### config.mk
export PLATFORM = sky130hd
export DESIGN_NAME = ppa_port
export DESIGN_NICKNAME = d
export VERILOG_FILES = /design/src/hw/ppa_pkg.sv /design/src/hw/ppa_port.sv /design/src/hw/ppa_pad_cell.sv
export VERILOG_INCLUDE_DIRS = /design/src /design/src/hw
export SDC_FILE = /design/constraint.sdc
export NUM_CORES = 1
export LEC_CHECK = 0
export BUFFER_PORTS_ARGS = -buffer_cell sky130_fd_sc_hd__buf_2
export CORE_ASPECT_RATIO = 2
export CORE_MARGIN = 2
export CORE_UTILIZATION = 53
export DETAILED_ROUTE_END_ITERATION = 8
export PLACE_DENSITY = 0.76
export REMOVE_ABC_BUFFERS = 1
export SLEW_MARGIN = 20
export SYNTH_ARGS = -nofsm -noshare
export SYNTH_HDL_FRONTEND = slang
export SYNTH_SLANG_ARGS = --single-unit
### constraint.sdc
create_clock -name sys_clk -period 2.4 [get_ports sys_clk]
set_clock_uncertainty 0.1 [all_clocks]
set_input_delay 0 -clock sys_clk [delete_from_list [all_inputs] [get_ports sys_clk]]
set_output_delay 0 -clock sys_clk [all_outputs]
set_load 0.05 [all_outputs]
### src/hw/ppa_params.svh
// constants for the parallel port address and pin-assignment block
// assumes a single 40 MHz sys_clk and a 16-register-slot word address space
`ifndef PPA_PARAMS_SVH
`define PPA_PARAMS_SVH

// register offsets on the plain register port
`define PPA_OFS_ADDR 4'h0
`define PPA_OFS_PIN_EN 4'h2
`define PPA_OFS_CTRL 4'h4
`define PPA_OFS_STATUS 4'h6
`define PPA_OFS_RDATA 4'h8

// reset value shared by every register
`define PPA_REG_RESET 16'h0000
// implemented bits of the pin-enable register
`define PPA_PIN_EN_MASK 16'h47FF

// address register fields
`define PPA_BIT_TOP 15
`define PPA_BIT_CS 14
`define PPA_LOW_MSB 13

// pad positions
`define PPA_PAD_CS 14
`define PPA_PAD_ADDR_HI 10
`define PPA_PAD_ADDR_LO 2
`define PPA_PAD_LATCH_HI 1
`define PPA_PAD_LATCH_LO 0

// control and status fields
`define PPA_CTRL_MUX 0
`define PPA_CTRL_CSPAD 1
`define PPA_STAT_START 0
`define PPA_STAT_BUSY 0
`define PPA_STAT_DONE 1

// timing: clock period and instruction cycle in ns
`define PPA_CLK_NS 25
`define PPA_TCY_NS 100
`define PPA_TCY_CLKS (`PPA_TCY_NS / `PPA_CLK_NS)
// typical half cycle latch and read pulses
`define PPA_LATCH_CLKS ((`PPA_TCY_CLKS / 2) > 0 ? (`PPA_TCY_CLKS / 2) : 1)
// address setup before latch fall, three quarters of a cycle
`define PPA_SETUP_CLKS (((3 * `PPA_TCY_CLKS) / 4) > 0 ? ((3 * `PPA_TCY_CLKS) / 4) : 1)
// part of the setup spent before the latch rises
`define PPA_PRE_CLKS ((`PPA_SETUP_CLKS - `PPA_LATCH_CLKS) > 0 ? (`PPA_SETUP_CLKS - `PPA_LATCH_CLKS) : 1)
// address hold after latch fall, a quarter cycle
`define PPA_HOLD_CLKS ((`PPA_TCY_CLKS / 4) > 0 ? (`PPA_TCY_CLKS / 4) : 1)

`endif

### src/hw/ppa_pkg.sv
// types for the parallel port address block
// assumes ppa_params.svh supplies all numeric constants
package ppa_pkg;
    // access sequencer states
    typedef enum logic [2:0] {
        ST_IDLE,
        ST_SETUP,
        ST_LATCH_HI,
        ST_HOLD_HI,
        ST_LATCH_LO,
        ST_HOLD_LO,
        ST_READ
    } ppa_state_e;

    // software steering bits
    typedef struct packed {
        logic cs_pad;
        logic mux;
    } ppa_ctrl_s;

    // strobes toward the external device
    typedef struct packed {
        logic latch_hi;
        logic latch_lo;
        logic rd;
    } ppa_strobe_s;
endpackage

### src/hw/ppa_port.sv
// parallel port address register, pin assignment and read strobe sequencer
// assumes a same-clock register master and external data pins from another domain
`timescale 1ns/1ps
`default_nettype none
`include "ppa_params.svh"

module ppa_port #(
    parameter bit SMALL_PKG = 1'b0,
    parameter int DATA_W = 8
) (
    input wire logic sys_clk,
    input wire logic reset,
    input wire logic ce,
    input wire logic [3:0] reg_addr,
    input wire logic [15:0] reg_wdata,
    input wire logic reg_wr,
    input wire logic reg_rd,
    output logic [15:0] reg_rdata,
    input wire logic [15:0] gpio_out,
    input wire logic [15:0] gpio_oe,
    input wire logic [DATA_W-1:0] data_in,
    output logic [15:0] port_address_pads,
    output logic [15:0] port_address_oe,
    output logic top_address_bit,
    output logic chip_select_one,
    output logic read_strobe
);
    localparam logic [2:0] PRE_N = 3'(`PPA_PRE_CLKS - 1); // counts are length minus one
    localparam logic [2:0] LATCH_N = 3'(`PPA_LATCH_CLKS - 1);
    localparam logic [2:0] HOLD_N = 3'(`PPA_HOLD_CLKS - 1);

    logic [15:0] port_destination_address; // address and select
    logic [15:0] port_pin_enable; // pad assignment
    ppa_pkg::ppa_ctrl_s ctrl; // mux and select-pad mode
    logic done; // sticky, read finished
    logic [15:0] read_data; // captured external data
    ppa_pkg::ppa_state_e state; // sequencer state
    ppa_pkg::ppa_state_e next_state;
    logic [2:0] cnt; // cycles left in phase
    logic [2:0] next_cnt;
    logic [DATA_W-1:0] data_meta; // first sync stage, read only by data_sync
    logic [DATA_W-1:0] data_sync; // second sync stage
    ppa_pkg::ppa_strobe_s strb; // strobes of the current state

    // register decode
    wire wr_addr = reg_wr && (reg_addr == `PPA_OFS_ADDR);
    wire wr_pin = reg_wr && (reg_addr == `PPA_OFS_PIN_EN);
    wire wr_ctrl = reg_wr && (reg_addr == `PPA_OFS_CTRL);
    wire wr_stat = reg_wr && (reg_addr == `PPA_OFS_STATUS);
    wire busy = (state != ppa_pkg::ST_IDLE);
    wire start = wr_stat && reg_wdata[`PPA_STAT_START] && !busy;
    wire done_clr = wr_stat && reg_wdata[`PPA_STAT_DONE];
    wire phase_end = (cnt == 3'h0);
    wire read_last = (state == ppa_pkg::ST_READ) && phase_end;
    wire [15:0] status_word = {14'h0000, done, busy};

    // read mux, unmapped offsets answer zero
    wire [15:0] rd_mux =
        (reg_addr == `PPA_OFS_ADDR) ? port_destination_address :
        (reg_addr == `PPA_OFS_PIN_EN) ? port_pin_enable :
        (reg_addr == `PPA_OFS_CTRL) ? {14'h0000, ctrl} :
        (reg_addr == `PPA_OFS_STATUS) ? status_word :
        (reg_addr == `PPA_OFS_RDATA) ? read_data : 16'h0000;

    // strobe decode from the state
    assign strb.latch_hi = (state == ppa_pkg::ST_LATCH_HI);
    assign strb.latch_lo = (state == ppa_pkg::ST_LATCH_LO);
    assign strb.rd = (state == ppa_pkg::ST_READ);

    // address register; writes during an access are dropped so the
    // address cannot move inside a setup or hold window
    always_ff @(posedge sys_clk) begin
        if (reset) begin
            port_destination_address <= `PPA_REG_RESET;
        end else if (ce && wr_addr && !busy) begin
            port_destination_address <= reg_wdata;
        end
    end

    // pin enable, unimplemented bits never store
    always_ff @(posedge sys_clk) begin
        if (reset) begin
            port_pin_enable <= `PPA_REG_RESET;
        end else if (ce && wr_pin) begin
            port_pin_enable <= reg_wdata & `PPA_PIN_EN_MASK;
        end
    end

    // control register
    always_ff @(posedge sys_clk) begin
        if (reset) begin
            ctrl <= '0;
        end else if (ce && wr_ctrl) begin
            ctrl <= reg_wdata[1:0];
        end
    end

    // done flag, a finishing read beats a clear in the same cycle
    always_ff @(posedge sys_clk) begin
        if (reset) begin
            done <= 1'b0;
        end else if (ce) begin
            if (read_last) begin
                done <= 1'b1;
            end else if (done_clr) begin
                done <= 1'b0;
            end
        end
    end

    // read data answer one cycle after the strobe
    always_ff @(posedge sys_clk) begin
        if (reset) begin
            reg_rdata <= 16'h0000;
        end else if (ce) begin
            reg_rdata <= reg_rd ? rd_mux : 16'h0000;
        end
    end

    // external data pins cross in through two flops
    always_ff @(posedge sys_clk) begin
        if (reset) begin
            data_meta <= '0;
            data_sync <= '0;
        end else if (ce) begin
            data_meta <= data_in;
            data_sync <= data_meta;
        end
    end

    // capture on the last cycle of the read strobe
    always_ff @(posedge sys_clk) begin
        if (reset) begin
            read_data <= 16'h0000;
        end else if (ce && read_last) begin
            read_data <= 16'(data_sync);
        end
    end

    // sequencer next state
    always_comb begin
        next_state = state;
        next_cnt = phase_end ? 3'h0 : cnt - 3'h1;
        case (state)
            ppa_pkg::ST_IDLE: begin
                // address goes out first, latches only in mux mode
                if (start) begin
                    next_state = ppa_pkg::ST_SETUP;
                    next_cnt = PRE_N;
                end
            end
            ppa_pkg::ST_SETUP: begin
                if (phase_end) begin
                    next_state = ctrl.mux ? ppa_pkg::ST_LATCH_HI : ppa_pkg::ST_READ;
                    next_cnt = LATCH_N;
                end
            end
            ppa_pkg::ST_LATCH_HI: begin
                if (phase_end) begin
                    next_state = ppa_pkg::ST_HOLD_HI;
                    next_cnt = HOLD_N;
                end
            end
            ppa_pkg::ST_HOLD_HI: begin
                if (phase_end) begin
                    next_state = ppa_pkg::ST_LATCH_LO;
                    next_cnt = LATCH_N;
                end
            end
            ppa_pkg::ST_LATCH_LO: begin
                if (phase_end) begin
                    next_state = ppa_pkg::ST_HOLD_LO;
                    next_cnt = HOLD_N;
                end
            end
            ppa_pkg::ST_HOLD_LO: begin
                // latch phase over before the read strobe rises
                if (phase_end) begin
                    next_state = ppa_pkg::ST_READ;
                    next_cnt = LATCH_N;
                end
            end
            ppa_pkg::ST_READ: begin
                if (phase_end) begin
                    next_state = ppa_pkg::ST_IDLE;
                end
            end
            default: begin
                next_state = ppa_pkg::ST_IDLE;
                next_cnt = 3'h0;
            end
        endcase
    end

    // sequencer registers
    always_ff @(posedge sys_clk) begin
        if (reset) begin
            state <= ppa_pkg::ST_IDLE;
            cnt <= 3'h0;
        end else if (ce) begin
            state <= next_state;
            cnt <= next_cnt;
        end
    end

    // strobe and address-side outputs, same one-cycle delay as the pads
    always_ff @(posedge sys_clk) begin
        if (reset) begin
            read_strobe <= 1'b0;
            top_address_bit <= 1'b0;
            chip_select_one <= 1'b0;
        end else if (ce) begin
            read_strobe <= strb.rd;
            top_address_bit <= port_destination_address[`PPA_BIT_TOP];
            chip_select_one <= port_destination_address[`PPA_BIT_CS];
        end
    end

    // per-pad selection; pads outside the enable register stay general i/o
    logic [15:0] pad_sel;
    logic [15:0] pad_val;
    wire [15:0] addr_bits = {2'b00, port_destination_address[`PPA_LOW_MSB:0]};
    wire addr_en_ok = !SMALL_PKG;

    always_comb begin
        pad_sel = 16'h0000;
        pad_val = addr_bits;
        // address pads ten to two
        pad_sel[`PPA_PAD_ADDR_HI:`PPA_PAD_ADDR_LO] =
            port_pin_enable[`PPA_PAD_ADDR_HI:`PPA_PAD_ADDR_LO] & {9{addr_en_ok}};
        // pads one and zero carry latches in mux mode
        pad_sel[`PPA_PAD_LATCH_HI] = port_pin_enable[`PPA_PAD_LATCH_HI];
        pad_sel[`PPA_PAD_LATCH_LO] = port_pin_enable[`PPA_PAD_LATCH_LO];
        if (ctrl.mux) begin
            pad_val[`PPA_PAD_LATCH_HI] = strb.latch_hi;
            pad_val[`PPA_PAD_LATCH_LO] = strb.latch_lo;
        end
        // pad fourteen: select bit fourteen in select-pad mode, otherwise low
        pad_sel[`PPA_PAD_CS] = port_pin_enable[`PPA_PAD_CS];
        pad_val[`PPA_PAD_CS] = ctrl.cs_pad ? port_destination_address[`PPA_BIT_CS] : 1'b0;
    end

    // one pad cell per pad
    genvar gi;
    generate
        for (gi = 0; gi < 16; gi++) begin : g_pad
            ppa_pad_cell u_pad (
                .sys_clk(sys_clk),
                .reset(reset),
                .ce(ce),
                .sel_port(pad_sel[gi]),
                .port_val(pad_val[gi]),
                .gpio_out(gpio_out[gi]),
                .gpio_oe(gpio_oe[gi]),
                .pad_out(port_address_pads[gi]),
                .pad_oe(port_address_oe[gi])
            );
        end
    endgenerate
endmodule
`default_nettype wire

### src/hw/ppa_pad_cell.sv
// one shared pad: chooses between port function and general i/o
// assumes the general port logic sits on the same sys_clk
`timescale 1ns/1ps
`default_nettype none
module ppa_pad_cell (
    input wire logic sys_clk,
    input wire logic reset,
    input wire logic ce,
    input wire logic sel_port,
    input wire logic port_val,
    input wire logic gpio_out,
    input wire logic gpio_oe,
    output logic pad_out,
    output logic pad_oe
);
    // registered pad drive, one cycle of delay for every pad alike
    always_ff @(posedge sys_clk) begin
        if (reset) begin
            pad_out <= 1'b0;
            pad_oe <= 1'b0;
        end else if (ce) begin
            // port function always drives, general i/o follows its own enable
            pad_out <= sel_port ? port_val : gpio_out;
            pad_oe <= sel_port ? 1'b1 : gpio_oe;
        end
    end
endmodule
`default_nettype wire

==> results.sh <==
export IMPL_outcome="finished clean"
export IMPL_dr_total_vias=4203
export IMPL_die_w_microns=71.4
export IMPL_powerDensity_nw_per_um2=633
export IMPL_io_pins=116
export IMPL_syn_area_sq_um=4820
export IMPL_grtUsageTotal=0.251
export IMPL_setup_tns_ps=0
export IMPL_cts_tree="built"
export IMPL_hold_viol_final=0
export IMPL_drc_errors=0
export IMPL_ys_ff_latch=112
export IMPL_worstPathArrival_ps=2040
export IMPL_setup_violations_final=0
export IMPL_rsz0062_at_grt="false"
export IMPL_final_cell_mix="buf_2 (113), dfxtp_1 (112), nor2_1 (99)"
export IMPL_grt_pass1_wl_mm=19.8
export IMPL_worst_slew_pin_slew_ps=626
export IMPL_ys_top_cells_by_area="dfxtp_1 (47%), mux2i_1 (12%), nor2_1 (7.7%), buf_4 (5.3%), nand2_1 (4.0%)"
export IMPL_grt_antenna_before_repair=0
export IMPL_fin_crit_ps=1930
export IMPL_required_ps=2520
export IMPL_netlist_area_leader_share=0.465
export IMPL_drt_initial_drc_count=294
export IMPL_relSlewSlack=0.580
export IMPL_final_common_cell="buf_2"
export IMPL_rows=49
export IMPL_drive_gt1_frac=0.216
export IMPL_numPortBuffers=115
export IMPL_cts_max_path_buffers=2
export IMPL_synth_async_reset_ratio=0
export IMPL_hold_path_class="primary input to register"
export IMPL_design_die_area_sq_um=9920
export IMPL_vias_per_cell=5.47
export IMPL_dp_hpwl_mm=8.11
export IMPL_start_util=0.542
export IMPL_p_leak_nw=2.65
export IMPL_ys_warnings_count=0
export IMPL_ant_nets=0
export IMPL_drt_total_wl_mm=12.3
export IMPL_worstPathMaxFanout=9
export IMPL_fin_crit_sh=0.803
export IMPL_vdd_drop_max_mv=0.567
export IMPL_synth_area_leader_cell="dfxtp_1"
export IMPL_grt_max_degree=57
export IMPL_synth_cell_types=50
export IMPL_crit_path_start_kind="register"
export IMPL_clock_tree_root_cell="clkbuf_16"
export IMPL_core_sq_um=8890
export IMPL_layout_nets=729
export IMPL_synth_edff_count=0
export IMPL_insertion_delay_ps=350
export IMPL_yosysSeqAreaShare=0.465
export IMPL_area_growth_pct=25.8
export IMPL_power_mw=3.84
export IMPL_drv_cap=0
export IMPL_grt_pass1_vias=4281
export IMPL_routedWlPerCell_microns=16.0
export IMPL_first_pass_iters=4
export IMPL_synth_avg_cell_area_sq_um=8.99
export IMPL_netlist_instances=536
export IMPL_num_antenna_cells=0
export IMPL_end_kind="register"
export IMPL_tritoncts_num_buffers=9
export IMPL_cts_sinks=112
export IMPL_grt_overflow_total=0
export IMPL_clk_pin_slew_worst_paths_ps=70
export IMPL_path_class="register to register"
export IMPL_max_freq_mhz=519
export IMPL_drv_slew=0
export IMPL_die_y_microns=139
export IMPL_h_tree_depth=3
export IMPL_synth_ff_type="dfxtp_1"
export IMPL_gp_congestion=0.837
[synth_stat cells, types with 3 or more instances]
| master | instances |
|---|---|
| a211oi_1 | 22 |
| a21oi_1 | 28 |
| a222oi_1 | 3 |
| a22oi_1 | 4 |
| buf_1 | 3 |
| buf_2 | 11 |
| buf_4 | 34 |
| clkbuf_1 | 20 |
| dfxtp_1 | 112 |
| inv_1 | 4 |
| mux2i_1 | 59 |
| nand2_1 | 51 |
| nand2b_1 | 5 |
| nand3_1 | 6 |
| nand4_1 | 3 |
| nor2_1 | 99 |
| nor2b_1 | 9 |
| nor3b_1 | 3 |
| o211ai_1 | 7 |
| o21ai_0 | 7 |
| o2bb2ai_1 | 6 |
[through the flow]
step,instances,utilization,hold WS [ps],cell area [sq um],setup slack [ps]
finish,769,0.682,13.5,6060,474
global route,769,0.682,42.3,6060,319
CTS,769,0.682,10.8,6060,462
detailed placement,691,0.582,144,5170,513
global placement,691,0.582,134,5170,594
floorplan,466,-,-30.9,4400,116
[state kept, by name, indices dropped and copies added (netlist names), 2 cells and up]
signal / cells
cnt: 3
port_destination_address: 16
reg_rdata: 16
data_meta: 8
read_data: 8
data_sync: 8
g_pad.u_pad.pad_out: 16
ctrl: 2
state: 3
port_pin_enable: 12
g_pad.u_pad.pad_oe: 16
[critical path: stages (launching register included)]
cell	delay, ps
dfxtp_1	330
nor2_1	200
ha_1	350
nand2_1	140
nor3_2	160
buf_4	220
mux2i_1	220
nor2_1	60
[cells by family after synthesis]
logic type	Yosys count	share of synthesized area
AND/OR/NAND/NOR	190	0.176
flip-flops	112	0.465
AO/OA/AOI/OAI	96	0.137
buffers and inverters	76	0.0916
multiplexers	60	0.125
adder cells (fa/ha/maj)	2	0.00519
[metal layers]
metal	wire [microns]	vias up	GRT usage
met5	0	-	0
met4	454	0	0.133
met3	435	33	0.0443
met2	6760	112	0.455
met1	4650	1986	0.265
li1	-	2072	-
[area by class of cell]
cell class                 count  area (sq um)
clock buffer                  14           254
clock inverter                 2          15.0
fill                         703          2830
inverter                       6          22.5
multi-input combinational    348          2140
sequential                   112          2240
tap                          102           128
timing repair buffer         185          1260
[timing repair]
item | in CTS | in global routing
resized for setup | 0 | 0
setup buffers | 0 | 0
endpoints found under the hold margin | 74 | 0
hold buffers | 62 | 0
[power breakdown]
part           total [mW]  switching (mW)  internal (mW)  leakage, nW
Combinational       0.519           0.317          0.202         1.62
Clock                1.38           0.645          0.735        0.123
Sequential           1.94          0.0305           1.91        0.912
Total                3.84           0.993           2.85         2.65
[worst paths after layout]
kind                                startpoint  slack (ps)                            to  depth (start not counted)
setup / recovery                        cnt[0]         470                  read_data[3]                          7
hold reg to reg   port_destination_address[12]         360  port_destination_address[12]                          2
hold / removal                     reg_addr[0]          10                      state[0]                          3
setup reg to reg                        cnt[0]         470                  read_data[3]                          7
Power figures use the tool's default switching activity.
